## src/rtl/fsirq_consts.svh

```systemverilog
// Offsets, field positions, event and control bits, reset values and system fault code of the status block
`ifndef FSIRQ_CONSTS_SVH
`define FSIRQ_CONSTS_SVH
`define FSIRQ_OFS_MODE_WORD   12'h000
`define FSIRQ_OFS_TIRQ_WORD   12'h004
`define FSIRQ_OFS_FAULT_CODE  12'h008
`define FSIRQ_OFS_SETPOINT    12'h00c
`define FSIRQ_OFS_EVENT       12'h010
`define FSIRQ_OFS_CONTROL     12'h014
`define FSIRQ_BIT_STARTUP_PROT 9
`define FSIRQ_BIT_RUN_ALWAYS  12
`define FSIRQ_BIT_HALTED      13
`define FSIRQ_BIT_LOCK        14
`define FSIRQ_BIT_FIRST_SCAN  15
`define FSIRQ_BIT_PENDING     0
`define FSIRQ_BIT_ENABLE      1
`define FSIRQ_BIT_EXECUTING   2
`define FSIRQ_EV_MAJOR_ERR    0
`define FSIRQ_EV_SCAN_END     1
`define FSIRQ_EV_ROUTINE_END  2
`define FSIRQ_EV_START_INSTR  3
`define FSIRQ_EV_ENABLE_INSTR 4
`define FSIRQ_EV_DISABLE_INSTR 5
`define FSIRQ_EV_FAULT_EXIT   6
`define FSIRQ_EV_PROG_CLEAR   7
`define FSIRQ_EV_MAIN_START   8
`define FSIRQ_EV_POWER_UP     9
`define FSIRQ_CTL_ONLINE      0
`define FSIRQ_CTL_REQ_RUN     1
`define FSIRQ_CTL_REQ_TEST    2
`define FSIRQ_CTL_REQ_PROG    3
`define FSIRQ_RST_MODE_WORD   16'h0000
`define FSIRQ_RST_SETPOINT    16'h0000
`define FSIRQ_RST_FAULT_CODE  16'h0000
`define FSIRQ_SYSTEM_CODE     16'h0001
`endif

```

## src/rtl/fsirq_pkg.sv

```systemverilog
// Types shared by the status block
package fsirq_pkg;
  typedef enum logic [3:0] {
    FSIRQ_PROG  = 4'b0001,
    FSIRQ_RUN   = 4'b0010,
    FSIRQ_TEST  = 4'b0100,
    FSIRQ_FAULT = 4'b1000
  } fsirq_mode_e;
  typedef struct packed {
    logic        first_scan;
    logic        lock;
    logic        halted;
    logic        run_always;
    logic        startup_prot;
  } fsirq_mode_s;
  typedef struct packed {
    logic        executing;
    logic        enable;
    logic        pending;
  } fsirq_tirq_s;
endpackage

```

## src/rtl/fsirq_status.sv

```systemverilog
// Fault status, first-scan and timed interrupt flags behind an APB slave
//
// Decided for this implementation: the placing of the registers and the APB interface to the registers.
`timescale 1ns/1ps
`default_nettype none
`include "fsirq_consts.svh"
module fsirq_status #(
  parameter int TICK_DIV = 50000
) (
  input  wire logic        sys_clk,
  input  wire logic        rst,
  input  wire logic        psel,
  input  wire logic        penable,
  input  wire logic        pwrite,
  input  wire logic [11:0] paddr,
  input  wire logic [31:0] pwdata,
  output logic      [31:0] prdata,
  output logic             pready,
  output logic             pslverr,
  input  wire logic        password_ok,
  input  wire logic        major_error_pin,
  output logic             outputs_enable,
  output logic             fault_indicator,
  output logic             fault_routine_active,
  output logic             timed_irq_run,
  output logic             program_access,
  output var fsirq_pkg::fsirq_mode_e mode
);
  logic                    me_s1;
  logic                    me_s2;
  fsirq_pkg::fsirq_mode_e  next_mode;
  fsirq_pkg::fsirq_mode_s  mw;
  fsirq_pkg::fsirq_mode_s  next_mw;
  fsirq_pkg::fsirq_tirq_s  tw;
  fsirq_pkg::fsirq_tirq_s  next_tw;
  logic [15:0]             fault_code;
  logic [15:0]             next_fault_code;
  logic [15:0]             setpoint;
  logic [15:0]             next_setpoint;
  logic [15:0]             tick_cnt;
  logic [15:0]             next_tick_cnt;
  logic [15:0]             ivl_cnt;
  logic [15:0]             next_ivl_cnt;
  logic                    in_froutine;
  logic                    next_in_froutine;
  logic                    online;
  logic                    next_online;
  logic                    wr;
  logic                    rd_hit;
  logic [31:0]             next_prdata;
  logic [15:0]             ev;
  logic                    expiry;
  logic                    run_or_test;

  // Pin is asynchronous to the scan clock
  always_ff @(posedge sys_clk) begin
    if (rst) begin
      me_s1 <= 1'b0;
      me_s2 <= 1'b0;
    end else begin
      me_s1 <= major_error_pin;
      me_s2 <= me_s1;
    end
  end

  assign pready  = 1'b1;
  assign wr      = psel & penable & pwrite;
  assign rd_hit  = (paddr == `FSIRQ_OFS_MODE_WORD)
                 | (paddr == `FSIRQ_OFS_TIRQ_WORD)
                 | (paddr == `FSIRQ_OFS_FAULT_CODE)
                 | (paddr == `FSIRQ_OFS_SETPOINT)
                 | (paddr == `FSIRQ_OFS_EVENT)
                 | (paddr == `FSIRQ_OFS_CONTROL);
  assign pslverr = psel & penable & ~rd_hit;
  assign ev      = (wr && paddr == `FSIRQ_OFS_EVENT) ? pwdata[15:0] : 16'h0000;
  assign run_or_test = (mode == fsirq_pkg::FSIRQ_RUN)
                     | (mode == fsirq_pkg::FSIRQ_TEST);

  // Tick prescaler and interval timer; counting ignores the enable flag
  always_comb begin
    next_tick_cnt = tick_cnt + 16'h0001;
    next_ivl_cnt  = ivl_cnt;
    expiry        = 1'b0;
    if (tick_cnt == 16'(TICK_DIV - 1)) begin
      next_tick_cnt = 16'h0000;
      if (setpoint != 16'h0000 && run_or_test) begin
        if (ivl_cnt >= setpoint - 16'h0001) begin
          next_ivl_cnt = 16'h0000;
          expiry       = 1'b1;
        end else begin
          next_ivl_cnt = ivl_cnt + 16'h0001;
        end
      end
    end
  end

  always_comb begin
    next_mode       = mode;
    next_mw         = mw;
    next_tw         = tw;
    next_fault_code = fault_code;
    next_setpoint   = setpoint;
    next_in_froutine = in_froutine;
    next_online     = online;
    // Software writes to the status words and fault code
    if (wr && paddr == `FSIRQ_OFS_MODE_WORD) begin
      next_mw.startup_prot = pwdata[`FSIRQ_BIT_STARTUP_PROT];
      next_mw.run_always   = pwdata[`FSIRQ_BIT_RUN_ALWAYS];
      next_mw.lock         = pwdata[`FSIRQ_BIT_LOCK];
      if (pwdata[`FSIRQ_BIT_HALTED] && !mw.halted) begin
        next_mw.halted = 1'b1;
        if (mode == fsirq_pkg::FSIRQ_RUN) begin
          next_in_froutine = 1'b1;
        end else begin
          next_mode = fsirq_pkg::FSIRQ_FAULT;
        end
      end else if (!pwdata[`FSIRQ_BIT_HALTED]) begin
        next_mw.halted = 1'b0;
      end
    end
    if (wr && paddr == `FSIRQ_OFS_TIRQ_WORD && !online) begin
      next_tw.enable = pwdata[`FSIRQ_BIT_ENABLE];
    end
    // Online edit ignored by the timed interrupt
    if (wr && paddr == `FSIRQ_OFS_FAULT_CODE) begin
      next_fault_code = pwdata[15:0];
    end
    if (wr && paddr == `FSIRQ_OFS_SETPOINT) begin
      next_setpoint = pwdata[15:0];
    end
    if (wr && paddr == `FSIRQ_OFS_CONTROL) begin
      next_online = pwdata[`FSIRQ_CTL_ONLINE];
      if (!mw.halted && pwdata[`FSIRQ_CTL_REQ_RUN]) begin
        next_mode = fsirq_pkg::FSIRQ_RUN;
        next_mw.first_scan = 1'b1;
      end else if (!mw.halted && pwdata[`FSIRQ_CTL_REQ_TEST]) begin
        next_mode = fsirq_pkg::FSIRQ_TEST;
        next_mw.first_scan = 1'b1;
      end else if (pwdata[`FSIRQ_CTL_REQ_PROG] && !mw.halted) begin
        next_mode = fsirq_pkg::FSIRQ_PROG;
      end
    end
    if (ev[`FSIRQ_EV_SCAN_END] && !in_froutine) begin
      next_mw.first_scan = 1'b0;
    end
    // Power-up: run-always clears halted, startup protection in run mode runs routine
    if (ev[`FSIRQ_EV_POWER_UP]) begin
      if (mw.run_always) begin
        next_mw.halted = 1'b0;
        next_mode = fsirq_pkg::FSIRQ_RUN;
        next_mw.first_scan = 1'b1;
      end else if (mw.startup_prot && mode == fsirq_pkg::FSIRQ_RUN) begin
        // First scan held through startup routine
        next_mw.first_scan = 1'b1;
        next_in_froutine = 1'b1;
        next_mw.halted = 1'b1;
      end else if (mode == fsirq_pkg::FSIRQ_RUN) begin
        next_mw.first_scan = 1'b1;
      end
    end
    if (ev[`FSIRQ_EV_FAULT_EXIT] && in_froutine) begin
      next_in_froutine = 1'b0;
      if (next_mw.halted) begin
        next_mode = fsirq_pkg::FSIRQ_FAULT;
      end
    end
    // Programmer clear goes to remote program
    if (ev[`FSIRQ_EV_PROG_CLEAR] && mw.halted) begin
      next_mw.halted = 1'b0;
      next_in_froutine = 1'b0;
      next_mode = fsirq_pkg::FSIRQ_PROG;
    end
    // Major error wins over any clear
    if (me_s2 || ev[`FSIRQ_EV_MAJOR_ERR]) begin
      next_mw.halted = 1'b1;
      next_fault_code = `FSIRQ_SYSTEM_CODE;
      if (mode == fsirq_pkg::FSIRQ_RUN) begin
        next_in_froutine = 1'b1;
      end else begin
        next_mode = fsirq_pkg::FSIRQ_FAULT;
      end
    end
    if (ev[`FSIRQ_EV_START_INSTR] || ev[`FSIRQ_EV_ENABLE_INSTR]) begin
      next_tw.enable = 1'b1;
    end
    if (ev[`FSIRQ_EV_DISABLE_INSTR]) begin
      next_tw.enable = 1'b0;
    end
    if (ev[`FSIRQ_EV_START_INSTR] || ev[`FSIRQ_EV_MAIN_START]) begin
      next_tw.pending = 1'b0;
    end
    // Executing cleared at routine end or main start
    if (ev[`FSIRQ_EV_ROUTINE_END] || ev[`FSIRQ_EV_MAIN_START]) begin
      next_tw.executing = 1'b0;
    end
    if (expiry) begin
      if (tw.enable) begin
        next_tw.executing = 1'b1;
        next_tw.pending   = 1'b0;
      end else begin
        next_tw.pending = 1'b1;
      end
    end
    if (tw.pending && tw.enable && !tw.executing && !expiry) begin
      next_tw.pending   = 1'b0;
      next_tw.executing = 1'b1;
    end
    // Leaving run or test clears both flags
    if (run_or_test && next_mode != fsirq_pkg::FSIRQ_RUN
        && next_mode != fsirq_pkg::FSIRQ_TEST) begin
      next_tw.pending   = 1'b0;
      next_tw.executing = 1'b0;
    end
  end

  always_comb begin
    next_prdata = 32'h0000_0000;
    if (psel && !pwrite) begin
      unique case (paddr)
        `FSIRQ_OFS_MODE_WORD: begin
          next_prdata[`FSIRQ_BIT_STARTUP_PROT] = mw.startup_prot;
          next_prdata[`FSIRQ_BIT_RUN_ALWAYS]   = mw.run_always;
          next_prdata[`FSIRQ_BIT_HALTED]       = mw.halted;
          next_prdata[`FSIRQ_BIT_LOCK]         = mw.lock;
          next_prdata[`FSIRQ_BIT_FIRST_SCAN]   = mw.first_scan;
        end
        `FSIRQ_OFS_TIRQ_WORD: begin
          next_prdata[`FSIRQ_BIT_PENDING]   = tw.pending;
          next_prdata[`FSIRQ_BIT_ENABLE]    = tw.enable;
          next_prdata[`FSIRQ_BIT_EXECUTING] = tw.executing;
        end
        `FSIRQ_OFS_FAULT_CODE: next_prdata[15:0] = fault_code;
        `FSIRQ_OFS_SETPOINT:   next_prdata[15:0] = setpoint;
        `FSIRQ_OFS_CONTROL:    next_prdata[3:0]  = {mode == fsirq_pkg::FSIRQ_PROG,
                                 mode == fsirq_pkg::FSIRQ_TEST,
                                 mode == fsirq_pkg::FSIRQ_RUN, online};
        default:               next_prdata = 32'h0000_0000;
      endcase
    end
  end

  always_ff @(posedge sys_clk) begin
    if (rst) begin
      mode        <= fsirq_pkg::FSIRQ_PROG;
      mw          <= '0;
      tw          <= '0;
      fault_code  <= `FSIRQ_RST_FAULT_CODE;
      setpoint    <= `FSIRQ_RST_SETPOINT;
      tick_cnt    <= 16'h0000;
      ivl_cnt     <= 16'h0000;
      in_froutine <= 1'b0;
      online      <= 1'b0;
      prdata      <= 32'h0000_0000;
    end else begin
      mode        <= next_mode;
      mw          <= next_mw;
      tw          <= next_tw;
      fault_code  <= next_fault_code;
      setpoint    <= next_setpoint;
      tick_cnt    <= next_tick_cnt;
      ivl_cnt     <= next_ivl_cnt;
      in_froutine <= next_in_froutine;
      online      <= next_online;
      prdata      <= next_prdata;
    end
  end

  // Outputs off and indicator lit unless the routine is running
  assign outputs_enable  = run_or_test & ~(mw.halted & ~in_froutine);
  assign fault_indicator = mode == fsirq_pkg::FSIRQ_FAULT;
  assign fault_routine_active = in_froutine;
  assign timed_irq_run   = tw.executing;
  assign program_access  = ~mw.lock & password_ok;

  // Application code range is advice; no check is made

  a_fault_mode_halt: assert property (
    @(posedge sys_clk) disable iff (rst)
    me_s2 && mode != fsirq_pkg::FSIRQ_RUN |=> mw.halted
      && mode == fsirq_pkg::FSIRQ_FAULT && fault_code == 16'h0001)
    else $error("major error did not halt");
  a_run_refused: assert property (
    @(posedge sys_clk) disable iff (rst)
    mw.halted && $stable(mw.halted) && mode != fsirq_pkg::FSIRQ_RUN
      && !ev[`FSIRQ_EV_POWER_UP] |=> mode != fsirq_pkg::FSIRQ_RUN)
    else $error("run entered while halted");
  a_disable_clears: assert property (
    @(posedge sys_clk) disable iff (rst)
    ev[`FSIRQ_EV_DISABLE_INSTR] |=> !tw.enable)
    else $error("disable left enable set");
  a_skip_pending: assert property (
    @(posedge sys_clk) disable iff (rst)
    expiry && !tw.enable && next_mode == mode |=> tw.pending)
    else $error("expiry did not set pending");
  a_fault_indicator_off: assert property (
    @(posedge sys_clk) disable iff (rst)
    fault_indicator |-> !outputs_enable)
    else $error("outputs on in fault");
  // Only a lone exit pulse, so no clear can race it
  a_exit_to_fault: assert property (
    @(posedge sys_clk) disable iff (rst)
    in_froutine && mw.halted && !me_s2
      && ev == (16'h0001 << `FSIRQ_EV_FAULT_EXIT)
      |=> fault_indicator && !outputs_enable)
    else $error("routine exit kept outputs on");
  a_prog_clear_mode: assert property (
    @(posedge sys_clk) disable iff (rst)
    mw.halted && !me_s2 && ev == (16'h0001 << `FSIRQ_EV_PROG_CLEAR)
      |=> mode == fsirq_pkg::FSIRQ_PROG && !mw.halted)
    else $error("programmer clear did not reach program mode");
endmodule
`default_nettype wire

```

## config.mk

```make
export PLATFORM = sky130hd
export DESIGN_NAME = fsirq_status
export DESIGN_NICKNAME = d
export VERILOG_FILES = /design/src/rtl/fsirq_pkg.sv /design/src/rtl/fsirq_status.sv
export VERILOG_INCLUDE_DIRS = /design/src /design/src/rtl
export SDC_FILE = /design/constraint.sdc
export NUM_CORES = 1
export LEC_CHECK = 0
export BUFFER_PORTS_ARGS = -buffer_cell sky130_fd_sc_hd__clkbuf_2
export CAP_MARGIN = 20
export CORE_MARGIN = 4
export CORE_UTILIZATION = 30
export CTS_BUF_LIST = sky130_fd_sc_hd__clkbuf_8
export DETAILED_ROUTE_END_ITERATION = 7
export PLACE_DENSITY = 0.5
export SLEW_MARGIN = 0
export SYNTH_ARGS = -nofsm -noshare
export SYNTH_HDL_FRONTEND = slang
export SYNTH_SLANG_ARGS = --single-unit
```

## constraint.sdc

```tcl
create_clock -name sys_clk -period 7.53 [get_ports sys_clk]
set_clock_uncertainty 0.1 [all_clocks]
set_input_delay 1.506 -clock sys_clk [delete_from_list [all_inputs] [get_ports sys_clk]]
set_output_delay 1.506 -clock sys_clk [all_outputs]
set_load 0.05 [all_outputs]
```

==> After elaboration in Yosys (flattened, before gate mapping) <==
Index checks and enable logic that the tools add are counted.
{ "word_totals": {"elab_cells": 159, "ff_bits": 112, "in_bits": 51} }
{ "op_classes": {"n_addsub": 3, "bitwise_logic": 17, "n_reduce_logical": 44, "n_lt_le_gt_ge": 1, "n_mux": 62, "eq_ne": 12} }
{ "op_table": {"columns": ["op", "count"], "rows": [
  ["4-bit 2-to-1 mux", 14],
  ["1-bit 2-to-1 mux", 39],
  ["16-bit by 1-bit adder with 16-bit output (second input constant)", 2],
  ["12-bit by 4-bit equality test with 1-bit output (second input constant)", 2],
  ["12-bit by 5-bit equality test with 1-bit output (second input constant)", 2],
  ["1-bit logical AND", 22],
  ["16-bit equality test (second input constant)", 1],
  ["16-bit greater-or-equal comparator", 1],
  ["16-bit 2-to-1 mux", 1],
  ["16-bit nonzero test", 1],
  ["16-bit by 1-bit subtractor with 16-bit output (second input constant)", 1],
  ["12-bit by 3-bit equality test with 1-bit output (second input constant)", 1],
  ["12-bit zero test", 1],
  ["3-bit one-hot mux with 4 select lines", 1],
  ["4-bit one-hot mux with 3 select lines", 1],
  ["10-bit 2-to-1 mux", 1],
  ["5-bit one-hot mux with 2 select lines", 1],
  ["2-bit OR reduction", 5],
  ["1-bit AND", 6],
  ["1-bit zero test", 6],
  ["1-bit bitwise OR", 6],
  ["1-bit one-hot mux with 3 select lines", 2],
  ["2-bit nonzero test", 3],
  ["1-bit NOT", 5],
  ["11 further kinds", 14]
]} }

==> Longest topological paths before layout <==
{ "depth": {"ltp_word": 19, "mapped_depth": 15, "ltp_nobuf": 13} }

==> Least setup slack after synthesis <==
No wires, ideal clock.
{ "synth_path": {"path_type": "input to output", "startpoint": "in paddr[4]", "endpoint": "out pslverr", "t_arrival_ns": 2.997, "path_buffers": 2, "path_stages": 6, "setup_slack_ns": 2.927, "t_required_ns": 5.924, "path_cell_list": "clkbuf_1 nor2b_1 nand4_1 clkbuf_1 nand3_1 nor2_1"} }
{ "synth_between": {"elab_chain_cells": 8} }
{ "synth_lines": {"columns": ["element", "line", "text"], "rows": [
  ["start, declared", "fsirq_status.sv:15", "input wire logic [11:0] paddr,"],
  ["12-bit by 3-bit equality test with 1-bit output or 12-bit zero test (tied branches)", null, null],
  ["1-bit bitwise OR (4 in series)", "fsirq_status.sv:68", "assign rd_hit = (paddr == `FSIRQ_OFS_MODE_WORD)"],
  ["1-bit bitwise OR *", "fsirq_status.sv:68", null],
  ["1-bit NOT *", "fsirq_status.sv:74", "assign pslverr = psel & penable & ~rd_hit;"],
  ["1-bit AND *", "fsirq_status.sv:74", null],
  ["end, declared", "fsirq_status.sv:19", "output logic pslverr,"]
]} }
Mark *: on every way between the ends. The rest lies on a longest branch, timed or not.

==> Final worst setup path <==
{ "layout_path": {"startpoint": "in paddr[1]", "endpoint": "out pslverr"} }
The elaborated chain is that of the path after synthesis.

==> impl_metrics.json <==
{
  "floorplan.die.width_um": 138,
  "cts_htree_levels": 3,
  "slew_viol_final": 0,
  "register_area_mm2": 0.00192,
  "timing.slew.headroom_pct": 42.3,
  "clock_path_buffers": 2,
  "yosysSeqAreaShare_pct": 37.9,
  "synthTopCellsByArea": "sky130_fd_sc_hd__dfxtp_1 38%, sky130_fd_sc_hd__nor2_1 7.3%, sky130_fd_sc_hd__mux2i_1 7.1%",
  "areaGrowthSynthToFinish_pct": 11.4,
  "number_of_buffer_cells_added_on_primary_ports": 60,
  "clock_tree.root_cell": "sky130_fd_sc_hd__clkbuf_8",
  "fin_setup_tns_ps": 0,
  "gr-usage-met1_pct": 20.0,
  "track_usage_pct": 14.2,
  "max_fclk_ghz": 0.212,
  "synth_warnings": 0,
  "first_global_vias": 4042,
  "drc_markers": 0,
  "row_count": 47,
  "multiInputGateArea_mm2": 0.00289,
  "worst-r2r-setup-slack_ps": 3940,
  "routabilityCongestion": 0.857,
  "via_count": 4288,
  "count_of_pins_on_the_block_boundary": 94,
  "cts.sink_count": 96,
  "power_switching_share_pct": 27.3,
  "synth_area_mm2": 0.00507,
  "netlist-cell-type-count": 66,
  "type_of_the_worst_min_delay_path": "flip-flop to flip-flop",
  "setup.worst_path.end_class": "output pin",
  "worst_hold_path.endpoint": "tick_cnt[0]",
  "status": "complete, no violations",
  "hold_buffers": 0,
  "clock_insertion_delay_worst_skew_ps": 380,
  "p_switching_mw": 0.250,
  "pin_count_of_the_biggest_net_entering_global_routing": 37,
  "count_leader_synth": "sky130_fd_sc_hd__nor2_1",
  "cellLeakagePower_nw": 2.22,
  "wirelength_mm": 13.1,
  "synthFlopType": "sky130_fd_sc_hd__dfxtp_1",
  "final_layout_size_suffix_gt1_share_pct": 14.3,
  "drt.antenna.violating_nets": 0,
  "wl_per_cell_um": 15.0,
  "share_clk_of_total_power_pct": 36.5,
  "cts_setup_buffers": 0,
  "detailed_place_hpwl_mm": 9.72,
  "critical_path.cell_chain": "clkbuf_2, nor3_1, nand4_1, nand3_1, nor2_1, clkbuf_2",
  "cp_data_arrival_time_ps": 3120,
  "worst_pin_slew_ps": 865,
  "postSynthAreaPerCell_um2": 8.42,
  "synth-seq-cells": 96,
  "final_core_util_pct": 34.0,
  "critical_path.max_fanout": 15,
  "regToRegEndpoint": "ivl_cnt[7]",
  "cts-resized-gates": 0,
  "synth_common_cells": "98 x sky130_fd_sc_hd__nor2_1, 96 x sky130_fd_sc_hd__dfxtp_1, 59 x sky130_fd_sc_hd__nand2_1",
  "grt_first_pass_wirelength_mm": 21.1,
  "detail_route.vias_per_cell": 4.92,
  "comb_power_share_pct": 7.6,
  "core_region_area_mm2": 0.0166,
  "worstReg2RegStart": "setpoint[6]",
  "floorplan.initialDensity_pct": 30.5,
  "synth-async-reset-ratio_pct": 0,
  "number_of_nets_in_the_layout": 717,
  "globalRoute.totalOverflow": 0,
  "fp.dieH_um": 138,
  "setup.worst_path.class": "input pin to output pin",
  "power_density_mw_per_mm2": 163,
  "timing.reg2reg.worst_path_depth": 12,
  "gate_count_after_technology_mapping": 602,
  "number_of_synthesized_flops_with_an_enable_pin": 0,
  "startpoint_type": "input pin",
  "crit_top_cell": "sky130_fd_sc_hd__clkbuf_2",
  "max-vdd-ir-drop_uv": 80.6,
  "cpLargestDelayFamily": "simple AND/OR/NAND/NOR gates",
  "rsz0062_at_grt": "no",
  "hold_viol": 0,
  "whs_path_depth": 1,
  "cap_viol_max_count": 0,
  "grtUsageMet2_pct": 21.0,
  "cp.required_ps": 5920,
  "timing.critical_path.slowest_stage_cell": "sky130_fd_sc_hd__nand4_1",
  "worstPathBufferInverterCount": 2,
  "nFillCells": 1770,
  "cts_buffers": 9,
  "critical-path-max-stage-delay_ps": 620,
  "die-area_mm2": 0.0190,
  "power.share.sequential_pct": 56.0,
  "power_internal_mw": 0.668,
  "setup_violations": 0,
  "drt_pre_antenna_iters": 5,
  "grt_antenna_before_repair": 0,
  "final.min_clock_period_ps": 4720,
  "drt_iter0_markers": 273,
  "netlist.top_cell.by_area": "sky130_fd_sc_hd__dfxtp_1",
  "min_from": "tick_cnt[0]",
  "post-synth-top-area-fraction_pct": 37.9,
  "finalCritPeriodShare_pct": 62.7,
  "grt.met3_usage_pct": 3.70,
  "gr-max-usage-layer": "met2",
  "number_of_diodes": 0,
  "path_clk_slew_ps": 90,
  "cts_tree": "done"
}
[cell usage in the layout (no fill, tap or decap), drive strengths merged, types with 2 or more instances in the layout]
cell type	count
xnor2	27
a21o	3
clkbuf	71
nand3	21
o22a	4
nor4	10
o211ai	3
and2	2
and4	4
a21oi	46
conb	17
dfxtp	96
clkinv	3
o21a	2
inv	14
nor4b	4
mux2i	36
o21ai	16
nor3	16
nand2	59
or3	5
nor2	98
xor2	15
and3	8
nand2b	8
or2	3
ha	20
nand4	6
buf	2
and4b	2
o22ai	2
nor2b	4
a31oi	3
[layer usage]
layer | wire length [um] | vias to the layer above
met3 | 673 | 16
met5 | 0 | -
met1 | 6320 | 2037
met4 | 184 | 0
met2 | 5920 | 105
li1 | - | 2130
[state kept, by name, indices dropped and copies added (netlist names)]
name	count
me_s2	1
fault_routine_active	1
fault_code	16
mw	5
tw	2
prdata	16
setpoint	16
timed_irq_run	1
ivl_cnt	16
tick_cnt	16
online	1
me_s1	1
mode	4
[power by group through the flow]
stage / sequential [mW] / clock [mW] / combinational, mW
3_5_place_dp: 0.526 / 0 / 0.0693
5_1_grt: 0.514 / 0.369 / 0.0745
4_1_cts: 0.514 / 0.345 / 0.0695
6_report: 0.514 / 0.335 / 0.0695
2_1_floorplan: 0.526 / 0 / 0.0542
3_3_place_gp: 0.525 / 0 / 0.0688
[per-stage QoR]
step	total power [mW]	hold slack [ps]	instance area, um2	setup WS (ps)	std cells
after global placement	0.594	316	5440	2810	854
after floorplan	0.580	313	5120	2930	617
final	0.918	341	5650	2810	871
after global routing	0.958	367	5650	2620	871
after CTS	0.928	348	5650	2770	871
after detailed placement	0.595	331	5460	2770	855
[cell families after synthesis]
kind of cell / share of synthesized area, %
DFF: 37.9
buffers and inverters: 6.15
xor gates and xnor gates: 7.26
muxes: 7.11
adders and majority gates: 4.94
AOI/OAI and AO/OA: 11.2
and+or+nand+nor: 25.2
other: 0.148
[layout make-up]
type                            count  share of cell area (%)
Clock buffer                       11                    2.68
Clock inverter                      5                   0.687
Inverter                           12                   0.798
Multi-Input combinational cell    465                    51.3
Sequential cell                    96                    34.0
Tap cell                          220                    4.88
Timing Repair Buffer               62                    5.65
[worst max path at each step]
stage	startpoint	to	slack [ps]	cells after the start
global placement	paddr[9]	pslverr	2810	6
floorplan	paddr[4]	pslverr	2930	6
detailed placement	paddr[1]	pslverr	2770	6
finish	paddr[1]	pslverr	2810	6
global route	paddr[1]	pslverr	2620	6
CTS	paddr[1]	pslverr	2770	6
Note: power is estimated with default switching activity, not from simulation.
